===== src/rtl/mgmt_filter_pkg.sv =====
// Constants, register map and packed carriers for the management filter register bank.
// Assumes a 16-bit byte address on every register port and one 50 MHz core clock.
package mgmt_filter_pkg;

    localparam logic [15:0] VLAN_BASE = 16'h5010;
    localparam logic [15:0] PORT_BASE = 16'h5030;
    localparam logic [15:0] ETYPE_BASE = 16'h5060;
    localparam logic [15:0] CTRL_ADDR = 16'h5820;
    localparam logic [15:0] EXCL_ADDR = 16'h5864;
    localparam logic [15:0] DEC_BASE = 16'h5890;
    localparam logic [15:0] DEC_EXT_BASE = 16'h5930;

    localparam int VLAN_COUNT = 8;
    localparam int PORT_REG_COUNT = 8;
    localparam int ETYPE_COUNT = 4;
    localparam int DEC_COUNT = 8;
    localparam int VID_WIDTH = 12;
    localparam int EXT_ETYPE_WIDTH = 4;

    localparam int FIRMWARE_RESET_SEEN_BIT = 14;
    localparam int ISOLATE_BIT = 15;
    localparam int PORT_RESET_BIT = 16;
    localparam int TRAFFIC_BIT = 17;
    localparam int PHY_HOLD_BIT = 18;
    localparam int CSUM_BIT = 23;
    localparam int IPV4_MODE_BIT = 24;
    localparam int FIXED_NET_BIT = 25;
    localparam int NET_TYPE_BIT = 26;

    localparam int UC_AND_LSB = 0;
    localparam int BC_AND_BIT = 4;
    localparam int VLAN_AND_LSB = 5;
    localparam int IPV4_AND_LSB = 13;
    localparam int IPV6_AND_LSB = 17;
    localparam int UC_OR_LSB = 21;
    localparam int BC_OR_BIT = 25;
    localparam int MC_AND_BIT = 26;
    localparam int ARP_REQ_BIT = 27;
    localparam int ARP_RSP_BIT = 28;
    localparam int ND_BIT = 29;
    localparam int PORT_A_BIT = 30;
    localparam int PORT_B_BIT = 31;
    localparam int ETYPE_POLARITY_BIT = 30;

    localparam logic [7:0] ND_TYPE_FIRST = 8'h86;
    localparam logic [7:0] ND_TYPE_LAST = 8'h89;
    localparam logic [15:0] FIXED_PORT_A = 16'h0298;
    localparam logic [15:0] FIXED_PORT_B = 16'h026f;
    localparam logic [7:0] ISOLATE_ERR_CODE = 8'h0e;

    localparam logic [31:0] REG_RESET = 32'h0000_0000;
    localparam logic [31:0] CTRL_RESET = 32'h0000_0000;
    localparam logic [7:0] EXCL_RESET = 8'h00;
    localparam logic [7:0] ERR_CODE_RESET = 8'h00;

    typedef enum logic [2:0] {
        SEL_NONE, SEL_VLAN, SEL_PORT, SEL_ETYPE, SEL_CTRL, SEL_EXCL, SEL_DEC, SEL_DEC_EXT
    } reg_sel_t;

    typedef struct packed {
        reg_sel_t sel;
        logic [2:0] idx;
    } reg_decode_t;

    typedef struct packed {
        logic wr;
        logic rd;
        logic [15:0] addr;
        logic [31:0] wdata;
    } reg_req_t;

    typedef struct packed {
        logic valid;
        logic [1:0] uc_hit;
        logic bcast;
        logic mcast;
        logic vlan_tagged;
        logic [11:0] vlan_id;
        logic [3:0] ipv4_hit;
        logic [3:0] ipv6_hit;
        logic arp_req;
        logic arp_rsp;
        logic icmpv6;
        logic [7:0] icmpv6_type;
        logic l4_valid;
        logic [15:0] dst_port;
        logic [15:0] ethertype;
        logic csum_ok;
    } rx_pkt_t;

    typedef struct packed {
        logic valid;
        logic to_mgmt;
        logic withhold_host;
        logic [7:0] hits;
    } decision_t;

endpackage


===== src/rtl/mgmt_packet_filter_regs.sv =====
// Management register bank and receive decision filters for the controller's BMC path.
// Assumes all inputs are synchronous to i_core_clk and that i_resetn is the supply-valid reset.
//
// Overview of operation
// - BMC reads and writes; host writes are blocked.
// - Eight 12-bit VLAN identifiers compared against tags.
// - Even port low half, odd port high.
// - Port registers cleared only by power reset.
// - Four 16-bit EtherType values compared per packet.
// - Firmware reset sets flag; BMC zero clears.
// - Isolate discards host writes, still completing them.
// - Isolate command raises interrupt, loads code 0x0E.
// - Port reset by BMC sets its flag.
// - Traffic enable clear blocks both BMC directions.
// - PHY hold bit blocks resets; permit gates writes.
// - Checksum gate passes only good checksum packets.
// - Mode bit picks four IPv4 or IPv6.
// - Fixed net type selects untagged or tagged.
// - Exclusive bit withholds forwarded packets from host.
// - Exclusive mask cleared by power and firmware reset.
// - AND section field layout of decision words.
// - IPv4 or IPv6 enables chosen by mode.
// - OR section field layout of decision words.
// - Neighbor discovery accepts types 0x86 to 0x89.
// - Multicast AND condition excludes broadcast frames.
// - Decision words loaded from EEPROM, not constants.
// - Extended words hold EtherType AND enables 3:0.
`timescale 1ns/1ps

module mgmt_packet_filter_regs (
    // Clock and reset
    input wire logic i_core_clk,
    input wire logic i_resetn,
    // BMC register port
    input wire mgmt_filter_pkg::reg_req_t i_bmc_req,
    output logic o_bmc_ack,
    output logic [31:0] o_bmc_rdata,
    // Host register port
    input wire mgmt_filter_pkg::reg_req_t i_host_req,
    output logic o_host_ack,
    output logic [31:0] o_host_rdata,
    output logic o_host_wr_discard,
    // EEPROM initial value load and PHY hold write permit
    input wire logic i_eeprom_wr,
    input wire logic [15:0] i_eeprom_addr,
    input wire logic [31:0] i_eeprom_data,
    output logic o_eeprom_ready,
    input wire logic i_phy_hold_permit,
    // Management events
    input wire logic i_firmware_reset_seen,
    input wire logic i_port_reset,
    input wire logic i_isolate_cmd,
    input wire logic i_isolate_state,
    output logic o_mgmt_interrupt_cause,
    output logic [7:0] o_fw_extended_error_code,
    // Receive decision
    input wire mgmt_filter_pkg::rx_pkt_t i_rx_pkt,
    output mgmt_filter_pkg::decision_t o_decision,
    output logic [15:0] o_port_hits,
    // BMC transmit gate
    input wire logic i_bmc_tx_valid,
    output logic o_bmc_tx_valid,
    // PHY control gate
    input wire logic i_phy_reset_req,
    input wire logic i_phy_power_req,
    output logic o_phy_reset,
    output logic o_phy_power_req,
    output logic o_phy_hold_link
);
    import mgmt_filter_pkg::*;

    localparam logic [31:0] CTRL_RW_MASK = (32'h1 << TRAFFIC_BIT) | (32'h1 << CSUM_BIT)
        | (32'h1 << IPV4_MODE_BIT) | (32'h1 << FIXED_NET_BIT) | (32'h1 << NET_TYPE_BIT);

    logic [11:0] vlan_id_match_reg [VLAN_COUNT];
    logic [11:0] next_vlan_id_match_reg [VLAN_COUNT];
    logic [31:0] port_pair_match_reg [PORT_REG_COUNT];
    logic [31:0] next_port_pair_match_reg [PORT_REG_COUNT];
    logic [16:0] ethertype_match_reg [ETYPE_COUNT];
    logic [16:0] next_ethertype_match_reg [ETYPE_COUNT];
    logic [31:0] management_control_reg;
    logic [31:0] next_management_control_reg;
    logic [7:0] exclusive_mask_reg;
    logic [7:0] next_exclusive_mask_reg;
    logic [31:0] decision_filter_word [DEC_COUNT];
    logic [31:0] next_decision_filter_word [DEC_COUNT];
    logic [3:0] decision_filter_ext_word [DEC_COUNT];
    logic [3:0] next_decision_filter_ext_word [DEC_COUNT];

    logic bmc_ack;
    logic next_bmc_ack;
    logic [31:0] bmc_rdata;
    logic [31:0] next_bmc_rdata;
    logic host_ack;
    logic next_host_ack;
    logic [31:0] host_rdata;
    logic [31:0] next_host_rdata;
    logic irq_pulse;
    logic next_irq_pulse;
    logic [7:0] err_code;
    logic [7:0] next_err_code;
    decision_t decision;
    decision_t next_decision;
    logic [15:0] port_hits;
    logic [15:0] next_port_hits;
    logic bmc_tx_valid;
    logic next_bmc_tx_valid;
    logic phy_reset;
    logic next_phy_reset;
    logic phy_power_req;
    logic next_phy_power_req;

    reg_decode_t wr_dec;
    logic [31:0] wr_data;
    logic [7:0] vlan_hit;
    logic [3:0] etype_hit;
    logic nd_hit;
    logic port_a_hit;
    logic port_b_hit;
    logic gate_ok;

    function automatic logic in_window(input logic [15:0] a, input logic [15:0] base,
                                       input int count);
        logic [15:0] top;
        top = base + 16'(4 * count);
        in_window = (a >= base) && (a < top) && (a[1:0] == 2'b00);
    endfunction

    function automatic reg_decode_t decode(input logic [15:0] a);
        reg_decode_t d;
        logic [15:0] off;
        d.sel = SEL_NONE;
        off = 16'h0000;
        if (in_window(a, VLAN_BASE, VLAN_COUNT)) begin
            d.sel = SEL_VLAN;
            off = a - VLAN_BASE;
        end else if (in_window(a, PORT_BASE, PORT_REG_COUNT)) begin
            d.sel = SEL_PORT;
            off = a - PORT_BASE;
        end else if (in_window(a, ETYPE_BASE, ETYPE_COUNT)) begin
            d.sel = SEL_ETYPE;
            off = a - ETYPE_BASE;
        end else if (a == CTRL_ADDR) begin
            d.sel = SEL_CTRL;
        end else if (a == EXCL_ADDR) begin
            d.sel = SEL_EXCL;
        end else if (in_window(a, DEC_BASE, DEC_COUNT)) begin
            d.sel = SEL_DEC;
            off = a - DEC_BASE;
        end else if (in_window(a, DEC_EXT_BASE, DEC_COUNT)) begin
            d.sel = SEL_DEC_EXT;
            off = a - DEC_EXT_BASE;
        end
        d.idx = off[4:2];
        decode = d;
    endfunction

    // Reserved bits read as zero; unmapped addresses read as zero.
    function automatic logic [31:0] read_word(input reg_decode_t d);
        logic [31:0] r;
        r = 32'h0000_0000;
        unique case (d.sel)
            SEL_NONE: r = 32'h0000_0000;
            SEL_VLAN: r = {20'h00000, vlan_id_match_reg[d.idx]};
            SEL_PORT: r = port_pair_match_reg[d.idx];
            SEL_ETYPE: begin
                r[15:0] = ethertype_match_reg[d.idx[1:0]][15:0];
                r[ETYPE_POLARITY_BIT] = ethertype_match_reg[d.idx[1:0]][16];
            end
            SEL_CTRL: begin
                r = management_control_reg;
                r[ISOLATE_BIT] = i_isolate_state;
            end
            SEL_EXCL: r = {24'h000000, exclusive_mask_reg};
            SEL_DEC: r = decision_filter_word[d.idx];
            SEL_DEC_EXT: r = {28'h0000000, decision_filter_ext_word[d.idx]};
        endcase
        read_word = r;
    endfunction

    // A group condition holds when nothing in it is enabled or an enabled entry matches.
    function automatic logic group_ok(input logic [7:0] en, input logic [7:0] hit);
        group_ok = (en == 8'h00) || ((en & hit) != 8'h00);
    endfunction

    // Port values are held in network byte order: first wire byte in the low lane.
    function automatic logic [15:0] wire_to_host(input logic [15:0] v);
        wire_to_host = {v[7:0], v[15:8]};
    endfunction

    // Register writes: BMC first, EEPROM load when the BMC is not writing, host never.
    always_comb begin
        wr_dec = decode(16'h0000);
        wr_data = 32'h0000_0000;
        if (i_bmc_req.wr) begin
            wr_dec = decode(i_bmc_req.addr);
            wr_data = i_bmc_req.wdata;
        end else if (i_eeprom_wr) begin
            wr_dec = decode(i_eeprom_addr);
            wr_data = i_eeprom_data;
        end
        for (int i = 0; i < VLAN_COUNT; i++) begin
            next_vlan_id_match_reg[i] = vlan_id_match_reg[i];
            if (wr_dec.sel == SEL_VLAN && wr_dec.idx == 3'(i)) begin
                next_vlan_id_match_reg[i] = wr_data[VID_WIDTH-1:0];
            end
        end
        for (int i = 0; i < PORT_REG_COUNT; i++) begin
            next_port_pair_match_reg[i] = port_pair_match_reg[i];
            if (wr_dec.sel == SEL_PORT && wr_dec.idx == 3'(i)) begin
                next_port_pair_match_reg[i] = wr_data;
            end
        end
        for (int i = 0; i < ETYPE_COUNT; i++) begin
            next_ethertype_match_reg[i] = ethertype_match_reg[i];
            if (wr_dec.sel == SEL_ETYPE && wr_dec.idx == 3'(i)) begin
                next_ethertype_match_reg[i] = {wr_data[ETYPE_POLARITY_BIT], wr_data[15:0]};
            end
        end
        for (int i = 0; i < DEC_COUNT; i++) begin
            next_decision_filter_word[i] = decision_filter_word[i];
            next_decision_filter_ext_word[i] = decision_filter_ext_word[i];
            if (wr_dec.sel == SEL_DEC && wr_dec.idx == 3'(i)) begin
                next_decision_filter_word[i] = wr_data;
            end
            if (wr_dec.sel == SEL_DEC_EXT && wr_dec.idx == 3'(i)) begin
                next_decision_filter_ext_word[i] = wr_data[EXT_ETYPE_WIDTH-1:0];
            end
        end
        next_exclusive_mask_reg = exclusive_mask_reg;
        if (wr_dec.sel == SEL_EXCL) begin
            next_exclusive_mask_reg = wr_data[7:0];
        end
        if (i_firmware_reset_seen) begin
            next_exclusive_mask_reg = EXCL_RESET;
        end
        next_management_control_reg = management_control_reg;
        if (wr_dec.sel == SEL_CTRL) begin
            next_management_control_reg = (management_control_reg & ~CTRL_RW_MASK)
                | (wr_data & CTRL_RW_MASK);
            if (i_phy_hold_permit) begin
                next_management_control_reg[PHY_HOLD_BIT] = wr_data[PHY_HOLD_BIT];
            end
            if (!wr_data[FIRMWARE_RESET_SEEN_BIT]) begin
                next_management_control_reg[FIRMWARE_RESET_SEEN_BIT] = 1'b0;
            end
            if (!wr_data[PORT_RESET_BIT]) begin
                next_management_control_reg[PORT_RESET_BIT] = 1'b0;
            end
        end
        if (i_firmware_reset_seen) begin
            next_management_control_reg[FIRMWARE_RESET_SEEN_BIT] = 1'b1;
        end
        if (i_port_reset) begin
            next_management_control_reg[PORT_RESET_BIT] = 1'b1;
        end
        next_management_control_reg[ISOLATE_BIT] = 1'b0;
    end

    always_ff @(posedge i_core_clk or negedge i_resetn) begin
        if (!i_resetn) begin
            for (int i = 0; i < VLAN_COUNT; i++) begin
                vlan_id_match_reg[i] <= REG_RESET[VID_WIDTH-1:0];
            end
            for (int i = 0; i < PORT_REG_COUNT; i++) begin
                port_pair_match_reg[i] <= REG_RESET;
            end
            for (int i = 0; i < ETYPE_COUNT; i++) begin
                ethertype_match_reg[i] <= REG_RESET[16:0];
            end
            for (int i = 0; i < DEC_COUNT; i++) begin
                decision_filter_word[i] <= REG_RESET;
                decision_filter_ext_word[i] <= REG_RESET[EXT_ETYPE_WIDTH-1:0];
            end
            management_control_reg <= CTRL_RESET;
            exclusive_mask_reg <= EXCL_RESET;
        end else begin
            vlan_id_match_reg <= next_vlan_id_match_reg;
            port_pair_match_reg <= next_port_pair_match_reg;
            ethertype_match_reg <= next_ethertype_match_reg;
            decision_filter_word <= next_decision_filter_word;
            decision_filter_ext_word <= next_decision_filter_ext_word;
            management_control_reg <= next_management_control_reg;
            exclusive_mask_reg <= next_exclusive_mask_reg;
        end
    end

    // Register read answers, management events and the PHY and transmit gates.
    always_comb begin
        next_bmc_ack = i_bmc_req.rd | i_bmc_req.wr;
        next_bmc_rdata = bmc_rdata;
        if (i_bmc_req.rd) begin
            next_bmc_rdata = read_word(decode(i_bmc_req.addr));
        end
        next_host_ack = i_host_req.rd | i_host_req.wr;
        next_host_rdata = host_rdata;
        if (i_host_req.rd) begin
            next_host_rdata = read_word(decode(i_host_req.addr));
        end
        next_irq_pulse = i_isolate_cmd;
        next_err_code = err_code;
        if (i_isolate_cmd) begin
            next_err_code = ISOLATE_ERR_CODE;
        end
        next_bmc_tx_valid = i_bmc_tx_valid & management_control_reg[TRAFFIC_BIT];
        next_phy_reset = i_phy_reset_req & ~management_control_reg[PHY_HOLD_BIT];
        next_phy_power_req = i_phy_power_req & ~management_control_reg[PHY_HOLD_BIT];
    end

    always_ff @(posedge i_core_clk or negedge i_resetn) begin
        if (!i_resetn) begin
            bmc_ack <= 1'b0;
            bmc_rdata <= REG_RESET;
            host_ack <= 1'b0;
            host_rdata <= REG_RESET;
            irq_pulse <= 1'b0;
            err_code <= ERR_CODE_RESET;
            bmc_tx_valid <= 1'b0;
            phy_reset <= 1'b0;
            phy_power_req <= 1'b0;
        end else begin
            bmc_ack <= next_bmc_ack;
            bmc_rdata <= next_bmc_rdata;
            host_ack <= next_host_ack;
            host_rdata <= next_host_rdata;
            irq_pulse <= next_irq_pulse;
            err_code <= next_err_code;
            bmc_tx_valid <= next_bmc_tx_valid;
            phy_reset <= next_phy_reset;
            phy_power_req <= next_phy_power_req;
        end
    end

    // Receive decision: match vectors, per-filter AND/OR evaluation and global gates.
    always_comb begin
        logic [31:0] w;
        logic [7:0] or_en;
        logic [7:0] or_hit;
        logic and_ok;
        logic or_ok;
        logic ip_ok;
        w = 32'h0000_0000;
        or_en = 8'h00;
        or_hit = 8'h00;
        and_ok = 1'b0;
        or_ok = 1'b0;
        ip_ok = 1'b0;
        for (int i = 0; i < VLAN_COUNT; i++) begin
            vlan_hit[i] = i_rx_pkt.vlan_tagged && (i_rx_pkt.vlan_id == vlan_id_match_reg[i]);
        end
        for (int i = 0; i < ETYPE_COUNT; i++) begin
            etype_hit[i] = (i_rx_pkt.ethertype == ethertype_match_reg[i][15:0]);
        end
        for (int i = 0; i < PORT_REG_COUNT; i++) begin
            next_port_hits[2*i] = i_rx_pkt.l4_valid
                && (wire_to_host(port_pair_match_reg[i][15:0]) == i_rx_pkt.dst_port);
            next_port_hits[2*i+1] = i_rx_pkt.l4_valid
                && (wire_to_host(port_pair_match_reg[i][31:16]) == i_rx_pkt.dst_port);
        end
        nd_hit = i_rx_pkt.icmpv6 && (i_rx_pkt.icmpv6_type >= ND_TYPE_FIRST)
            && (i_rx_pkt.icmpv6_type <= ND_TYPE_LAST);
        port_a_hit = i_rx_pkt.l4_valid && (i_rx_pkt.dst_port == FIXED_PORT_A);
        port_b_hit = i_rx_pkt.l4_valid && (i_rx_pkt.dst_port == FIXED_PORT_B);
        gate_ok = management_control_reg[TRAFFIC_BIT]
            && (!management_control_reg[CSUM_BIT] || i_rx_pkt.csum_ok)
            && (!management_control_reg[FIXED_NET_BIT]
                || (management_control_reg[NET_TYPE_BIT] == i_rx_pkt.vlan_tagged));
        next_decision.hits = 8'h00;
        for (int n = 0; n < DEC_COUNT; n++) begin
            w = decision_filter_word[n];
            // The last IP slots are four IPv4 entries or four IPv6 entries.
            if (management_control_reg[IPV4_MODE_BIT]) begin
                ip_ok = group_ok(8'(w[IPV4_AND_LSB +: 4]), 8'(i_rx_pkt.ipv4_hit));
            end else begin
                ip_ok = group_ok(8'(w[IPV6_AND_LSB +: 4]), 8'(i_rx_pkt.ipv6_hit));
            end
            and_ok = group_ok(8'(w[UC_AND_LSB +: 2]), 8'(i_rx_pkt.uc_hit))
                && (!w[BC_AND_BIT] || i_rx_pkt.bcast)
                && group_ok(w[VLAN_AND_LSB +: 8], vlan_hit)
                && ip_ok
                && (!w[MC_AND_BIT] || (i_rx_pkt.mcast && !i_rx_pkt.bcast))
                && group_ok(8'(decision_filter_ext_word[n]), 8'(etype_hit));
            or_en = {w[UC_OR_LSB +: 2], w[BC_OR_BIT], w[ARP_REQ_BIT], w[ARP_RSP_BIT],
                w[ND_BIT], w[PORT_A_BIT], w[PORT_B_BIT]};
            or_hit = {i_rx_pkt.uc_hit, i_rx_pkt.bcast, i_rx_pkt.arp_req, i_rx_pkt.arp_rsp,
                nd_hit, port_a_hit, port_b_hit};
            or_ok = (or_en == 8'h00) || ((or_en & or_hit) != 8'h00);
            next_decision.hits[n] = ((w != 32'h0000_0000)
                || (decision_filter_ext_word[n] != 4'h0)) && and_ok && or_ok;
        end
        next_decision.valid = i_rx_pkt.valid;
        next_decision.to_mgmt = i_rx_pkt.valid && gate_ok && (next_decision.hits != 8'h00);
        next_decision.withhold_host = next_decision.to_mgmt
            && ((next_decision.hits & exclusive_mask_reg) != 8'h00);
    end

    always_ff @(posedge i_core_clk or negedge i_resetn) begin
        if (!i_resetn) begin
            decision <= '0;
            port_hits <= 16'h0000;
        end else begin
            decision <= next_decision;
            port_hits <= next_port_hits;
        end
    end

    assign o_bmc_ack = bmc_ack;
    assign o_bmc_rdata = bmc_rdata;
    assign o_host_ack = host_ack;
    assign o_host_rdata = host_rdata;
    assign o_host_wr_discard = i_isolate_state;
    assign o_eeprom_ready = ~i_bmc_req.wr;
    assign o_mgmt_interrupt_cause = irq_pulse;
    assign o_fw_extended_error_code = err_code;
    assign o_decision = decision;
    assign o_port_hits = port_hits;
    assign o_bmc_tx_valid = bmc_tx_valid;
    assign o_phy_reset = phy_reset;
    assign o_phy_power_req = phy_power_req;
    assign o_phy_hold_link = management_control_reg[PHY_HOLD_BIT];

endmodule


===== config.mk =====
export PLATFORM = sky130hd
export DESIGN_NAME = mgmt_packet_filter_regs
export DESIGN_NICKNAME = d
export VERILOG_FILES = /design/src/rtl/mgmt_filter_pkg.sv /design/src/rtl/mgmt_packet_filter_regs.sv
export SDC_FILE = /design/constraint.sdc
export NUM_CORES = 2
export LEC_CHECK = 0
export ABC_AREA = 0
export BUFFER_PORTS_ARGS = -buffer_cell sky130_fd_sc_hd__buf_2
export CAP_MARGIN = 20
export CORE_ASPECT_RATIO = 0.7
export CORE_UTILIZATION = 40
export CTS_CLUSTER_SIZE = 25
export DETAILED_ROUTE_END_ITERATION = 6
export PLACE_DENSITY_LB_ADDON = 0.05
export REMOVE_ABC_BUFFERS = 1
export SYNTH_ARGS = -nofsm -noshare
export SYNTH_HDL_FRONTEND = slang
export SYNTH_SLANG_ARGS = --single-unit

===== constraint.sdc =====
create_clock -name i_core_clk -period 3.3 [get_ports i_core_clk]
set_clock_uncertainty 0.05 [all_clocks]
set_input_delay 0.165 -clock i_core_clk [delete_from_list [all_inputs] [get_ports i_core_clk]]
set_output_delay 0.165 -clock i_core_clk [all_outputs]
set_load 0.02 [all_outputs]

Word level (Yosys, flattened, before mapping) --
Index checks and enable logic that the tools add are counted.
Storage, ports and cells: output and inout bits 108, bits in registers 845
Cells by class: add/subtract/negate cells 15, muxes and demuxes 104, $lt $le $gt $ge 36, bitwise operators 61, equality and inequality tests 65, reduce and logical (&&, ||, !) cells 374
Operators by type and width (count):
- $reduce_bool 8->1 | 50
- $bmux 32 s3 | 4
- $eq 16x16->1 | 20
- $mux 32 | 10
- $pmux 16 s8 | 2
- $reduce_bool 32->1 | 8
- $ge 16x15->1 const B | 15
- $lt 16x15->1 const B | 15
- $logic_and 1x1->1 | 156
- $and 8x8->8 | 17
- $logic_not 8->1 | 16
- $mux 5 | 23
- $and 4x4->4 | 24
- $eq 12x12->1 | 8
- $eq 16x15->1 const B | 6
- $logic_not 4->1 | 24
- $mux 17 | 5
- $pmux 14 s3 | 2
- $logic_or 1x1->1 | 74
- $bmux 12 s3 | 2
- $mux 3 | 23
- $bmux 17 s2 | 2
- $sub 5x5->5 const B | 12
- $eq 3x3->1 const B | 16
- 30 further kinds | 121

Logic depth before layout (Yosys ltp) --
depth after elaboration 16, depth in mapped cells 14, gate-level depth less buffers 9

Worst setup path after synthesis --
Ideal clock, no wire load.
kind input -> register, start point in i_bmc_req[36] in the netlist's numbering, end point reg decision_filter_ext_word[4] in the netlist's numbering, required time 3.125 ns, arrival 2.851 ns, cell stages on the path 11, setup time 0.125 ns, setup slack 0.275 ns, cells stage by stage clkbuf_1 > nand2b_1 > or3b_2 > nor4b_4 > a2111oi_0 > a21o_1 > clkbuf_1 > nor3b_1 > and3_1 > clkbuf_1 > mux2_2
Between the ends: word-level cells in the longest chain between the ends 13, elaborated cells between the ends (all ways) 45, those cells by class 5 x add/sub; 10 x order compare; 4 x eq/ne; 15 x mux; 11 x reduce/logical
RTL lines:
- start, declared | RTL line mgmt_packet_filter_regs.sv:35 | input wire mgmt_filter_pkg::reg_req_t i_bmc_req,
- $ge 16x15->1 or $lt 16x15->1 (tied branches) | RTL line mgmt_packet_filter_regs.sv:126 | in_window = (a >= base) && (a < top) && (a[1:0] == 2'b00);
- $logic_and 1x1->1 (2 in series) | RTL line mgmt_packet_filter_regs.sv:126
- $mux 3 or $mux 5 (tied branches) | RTL line mgmt_packet_filter_regs.sv:150 | end else if (in_window(a, DEC_EXT_BASE, DEC_COUNT)) begin
- $mux 3 or $mux 5 (tied branches) | RTL line mgmt_packet_filter_regs.sv:147 | end else if (in_window(a, DEC_BASE, DEC_COUNT)) begin
- $mux 3 or $mux 5 (tied branches) | RTL line mgmt_packet_filter_regs.sv:145 | end else if (a == EXCL_ADDR) begin
- $mux 3 or $mux 5 (tied branches) | RTL line mgmt_packet_filter_regs.sv:143 | end else if (a == CTRL_ADDR) begin
- $mux 3 or $mux 5 (tied branches) | RTL line mgmt_packet_filter_regs.sv:140 | end else if (in_window(a, ETYPE_BASE, ETYPE_COUNT)) begin
- $mux 3 or $mux 5 (tied branches) | RTL line mgmt_packet_filter_regs.sv:137 | end else if (in_window(a, PORT_BASE, PORT_REG_COUNT)) begin
- $mux 3 or $mux 5 (tied branches) | RTL line mgmt_packet_filter_regs.sv:134 | if (in_window(a, VLAN_BASE, VLAN_COUNT)) begin
- $mux 6 (*) | RTL line mgmt_packet_filter_regs.sv:195 | if (i_bmc_req.wr) begin
- $eq 3x3->1 | RTL line mgmt_packet_filter_regs.sv:226 | if (wr_dec.sel == SEL_DEC_EXT && wr_dec.idx == 3'(i)) begin
- $logic_and 1x1->1 (*) | RTL line mgmt_packet_filter_regs.sv:226
- end signal, assigned by index | RTL line mgmt_packet_filter_regs.sv:273 | decision_filter_ext_word[i] <= REG_RESET[EXT_ETYPE_WIDTH-1:0];
- end signal, assigned | RTL line mgmt_packet_filter_regs.sv:282 | decision_filter_ext_word <= next_decision_filter_ext_word;
- end, declared | RTL line mgmt_packet_filter_regs.sv:87 | logic [3:0] decision_filter_ext_word [DEC_COUNT];
Mark *: on every way between the ends. The rest lies on a longest branch, timed or not. A chain may end at the register's enable or synchronous reset.

Worst setup path after layout --
start point in i_bmc_req[33] in the netlist's numbering, end point reg bmc_rdata[9] (netlist: o_bmc_rdata[9])
Between the ends: word-level cells in the longest chain between the ends 16, elaborated cells between the ends (all ways) 67, those cells by class 5 x add/sub; 10 x order compare; 9 x eq/ne; 29 x mux; 2 x bitwise; 12 x reduce/logical
RTL lines:
- $ge 16x15->1 or $lt 16x15->1 (tied branches) | RTL line mgmt_packet_filter_regs.sv:126
- $logic_and 1x1->1 (2 in series) | RTL line mgmt_packet_filter_regs.sv:126
- $mux 5 | RTL line mgmt_packet_filter_regs.sv:150
- $mux 5 | RTL line mgmt_packet_filter_regs.sv:147
- $mux 5 | RTL line mgmt_packet_filter_regs.sv:145
- $mux 5 | RTL line mgmt_packet_filter_regs.sv:143
- $mux 5 | RTL line mgmt_packet_filter_regs.sv:140
- $mux 5 | RTL line mgmt_packet_filter_regs.sv:137
- $mux 5 | RTL line mgmt_packet_filter_regs.sv:134
- $mux 5 | RTL line mgmt_packet_filter_regs.sv:292 | if (i_bmc_req.rd) begin
- $not 3->4 (not written as such) or $not 2->3 (tied branches)
- $bmux 32 s3 (tied with other cells) | RTL line mgmt_packet_filter_regs.sv:175 | SEL_DEC: r = decision_filter_word[d.idx];
- $mux 32 (not written as such) (tied with other cells) (2 in series) | RTL line mgmt_packet_filter_regs.sv:175
- $pmux 16 s8 (*) | RTL line mgmt_packet_filter_regs.sv:162 | unique case (d.sel)
- end signal, assigned | RTL line mgmt_packet_filter_regs.sv:323 | bmc_rdata <= next_bmc_rdata;
- end, declared | RTL line mgmt_packet_filter_regs.sv:92 | logic [31:0] bmc_rdata;
Mark *: on every way between the ends. The rest lies on a longest branch, timed or not. The select of a mux whose other input is x is not followed.

==> results by group <==
Timing
  – Pins over their slew limit: 0
  – Highest attainable clock frequency: 296 MHz
  – Final hold violation count: 0
  – Unrepaired setup endpoints after global routing: no
  – Max-slew headroom: 0.181
  – Final-report setup violation count: 1
  – PnR worst setup slack: -75.2 ps
  – Time the final worst path needs with I/O delays and setup: 3380 ps
  – Worst slew pin tran: 1230 ps
  – Setup_tns: -75.2 ps
  – Final critical-path share of the clock period: 1.02

Synth
  – Area fraction in compound gates after synthesis: 0.221
  – Post-synthesis area per instance: 8.30 um^2
  – Post-synthesis share of cell area spent on full adders, half adders and majority gates: 0
  – Top post-synthesis cells by count: sky130_fd_sc_hd__nand2_1, sky130_fd_sc_hd__dfrtp_1, sky130_fd_sc_hd__o21ai_0
  – Largest area contributor in the netlist: sky130_fd_sc_hd__dfrtp_1
  – Cells after synthesis: 6062
  – Number of distinct library cells after synthesis: 93
  – Total of warnings raised by yosys: 0
  – Area of the mapped netlist: 0.0503 mm^2
  – Parity-gate share of the synthesized area counting xor and xnor cells: 0.0731
  – Synth Register Bits: 822
  – Share of Yosys cell area claimed by the top area cell type: 0.409
  – Most frequently used cell type in the post-synthesis netlist: sky130_fd_sc_hd__nand2_1
  – Largest family of logic cells by synthesized area: compound AO/OA/AOI/OAI gates
  – Most frequently used flop master after synthesis: sky130_fd_sc_hd__dfrtp_1
  – Share of synthesized area spent on multiplexers: 0.0399
  – EDFF count, synth: 0
  – Async set-reset flop share out of synthesis: 1.00
  – Register area share after synthesis: 0.409
  – Synthesized-area fraction occupied by and/or/nand/nor cells: 0.212
  – Top area cells in the synthesized netlist: sky130_fd_sc_hd__dfrtp_1, sky130_fd_sc_hd__nand2_1, sky130_fd_sc_hd__o21ai_0, sky130_fd_sc_hd__xnor2_1, sky130_fd_sc_hd__clkbuf_1

Power
  – Sw Ratio: 0.276
  – Gate power share: 0.096
  – Total Power: 23.7 mW
  – Clock network fraction of design power: 0.475
  – Internal power: 17.2 mW
  – Fraction of power consumed by sequential logic: 0.429
  – Leak: 27.5 nW
  – PD cells: 372 mW/mm^2
  – Net load switching power: 6.55 mW
  – Peak ir drop on the vdd network: 0.000358 V

Drt
  – Routed vias: 55691
  – Number of detailed-route iterations in the first pass: 7
  – Starting DRC count in detailed routing: 9367
  – Number of remaining DRC errors: 9
  – Detail-routed via count per cell: 6.51
  – Antenna violation net count after detailed routing: 0
  – Detailed-route wire length: 298000 um
  – Wire length per cell after detailed routing: 34.9 um

Clocking
  – Clock slew seen by the registers of the worst setup and hold paths: 70 ps
  – Buffer type at the clock tree root: sky130_fd_sc_hd__clkbuf_16
  – Clock net sink count: 822
  – Later-pin clock latency in the skew report: 760 ps
  – TritonCTS buffer count: 91
  – Clock tree from TritonCTS: yes
  – Level count of the clock H-tree: 3
  – CTS max path bufs: 3
  – Post-CTS repair timing setup buffer count: 0

Finish
  – Core utilization of the finished layout: 0.514
  – Number of filler instances in the final layout: 11790
  – Final net count: 7063
  – Ratio of cells with drive above 1 in the final layout: 0.213
  – Area added between synthesis and finish: 27.0%

Worst setup path
  – Worst setup EP type: flip-flop
  – Maximum net fanout on the critical path: 8
  – Startpoint types: primary input
  – CP required: 3870 ps
  – Critical Setup Path Class: primary input to flip-flop
  – Critical Path AT: 3950 ps

Floorplanning
  – Core footprint: 0.124 mm^2
  – Overall die area: 0.127 mm^2
  – Starting Density: 0.405
  – Std-Cell Rows: 108
  – Die W: 426 um
  – Die span in y: 299 um
  – Number of I/O pins: 338

Global routing
  – GRT Overall Usage: 0.460
  – Initial antenna violation count: 21
  – Global-route wire length before repair: 411000 um
  – Largest net degree at the start of global routing: 89
  – Via count of the first global-routing pass: 50631
  – Remaining global-route overflow: 0

Run status
  – Violations in the final reports: design-rule violations, negative setup slack
  – Result of the run: complete, but fails checks

Placement
  – Half-perimeter wire length after placement: 226000 um
  – Port buffer count: 299
  – Routability congestion estimate: 1.18
  – Minimum setup slack after placement: -707 ps

Worst hold path
  – Path class of the lowest-slack min-delay path: primary input to flip-flop

Job
  – Maximum capacitance violations: 0
[placed cells by master, fill, tap and decap left out, drive strengths merged, types with 121 or more instances in the layout]
cell type  instances
a21oi            263
a221oi           174
buf             1151
clkbuf           125
dfrtp            822
mux2i            123
nand2           1277
nand3            224
nor2             225
nor3             121
o21ai            701
xnor2            352
[critical path: stages]
cell and delay, ps:
sky130_fd_sc_hd__buf_2 110, sky130_fd_sc_hd__or4_1 580, sky130_fd_sc_hd__nor4_2 330, sky130_fd_sc_hd__nand2_1 250
sky130_fd_sc_hd__buf_4 210, sky130_fd_sc_hd__a21oi_4 540, sky130_fd_sc_hd__buf_4 280, sky130_fd_sc_hd__mux2_2 360
sky130_fd_sc_hd__a21oi_1 140, sky130_fd_sc_hd__o21ai_0 200, sky130_fd_sc_hd__nor4_1 650, sky130_fd_sc_hd__a2bb2oi_1 140
[timing repair]
item / 4_1_cts / 5_1_grt
gates resized for setup: 2 / 14
hold buffers: 70 / 0
hold endpoints to repair: 724 / 0
pin swaps: 0 / 5
endpoints found under the setup margin: 2 / 2
[cell families after synthesis]
kind of cell    count (synthesis)
mux                           179
compound gates               1728
flops                         822
xor+xnor                      420
other cells                     1
simple gates                 2338
buf+inv                       574
[stage by stage]
stage / hold slack, ps / std cells / cell area, um^2
after CTS: 1.79 / 8549 / 63800
after global routing: 20.6 / 8552 / 63900
after floorplan: -181 / 5517 / 48100
final: 25.2 / 8557 / 63900
after global placement: 181 / 8316 / 59900
after detailed placement: 182 / 8318 / 59900
[routing by layer]
metal	global-route usage	part of all wire	wire, um	vias to the layer above
met4	0.170	0.046	13600	12
met5	0	0.00028	83	-
met3	0.197	0.15	46100	614
met2	0.590	0.38	112000	4120
li1	-	-	-	23494
met1	0.670	0.42	126000	27451
[layout make-up]
type                            instances  area (um^2)  share of cell area
Tap cell                             1650         2060              0.0323
Sequential cell                       822        20600               0.322
Timing Repair Buffer                 1223        10100               0.158
Clock buffer                          122         2550              0.0400
Multi-Input combinational cell       4670        27900               0.437
Inverter                               25         93.8             0.00147
Antenna cell                            6         15.0            0.000235
Clock inverter                         39          607             0.00950
[power by group through the flow]
stage          clock (mW)  combinational, mW  sequential (mW)
6_report             11.3               2.28             10.2
5_1_grt              11.7               2.34             10.2
3_5_place_dp            0               2.11             10.4
4_1_cts              11.3               2.19             10.2
3_3_place_gp            0               2.10             10.4
2_1_floorplan           0              0.581             10.4
[path summary, 6_finish.rpt]
check,endpoint,depth (start not counted),slack [ps],from
setup / recovery,o_bmc_rdata[9],12,-80,i_bmc_req[33]
hold reg to reg,o_bmc_rdata[28],1,450,o_bmc_rdata[28]
min in group asynchronous,decision_filter_word[213],3,420,i_resetn
max in group asynchronous,port_pair_match_reg[8],5,1810,i_resetn
hold / removal,vlan_id_match_reg[59],4,30,i_bmc_req[11]
setup reg to reg,o_decision[8],10,80,ethertype_match_reg[66]
Power figures use the tool's default switching activity.
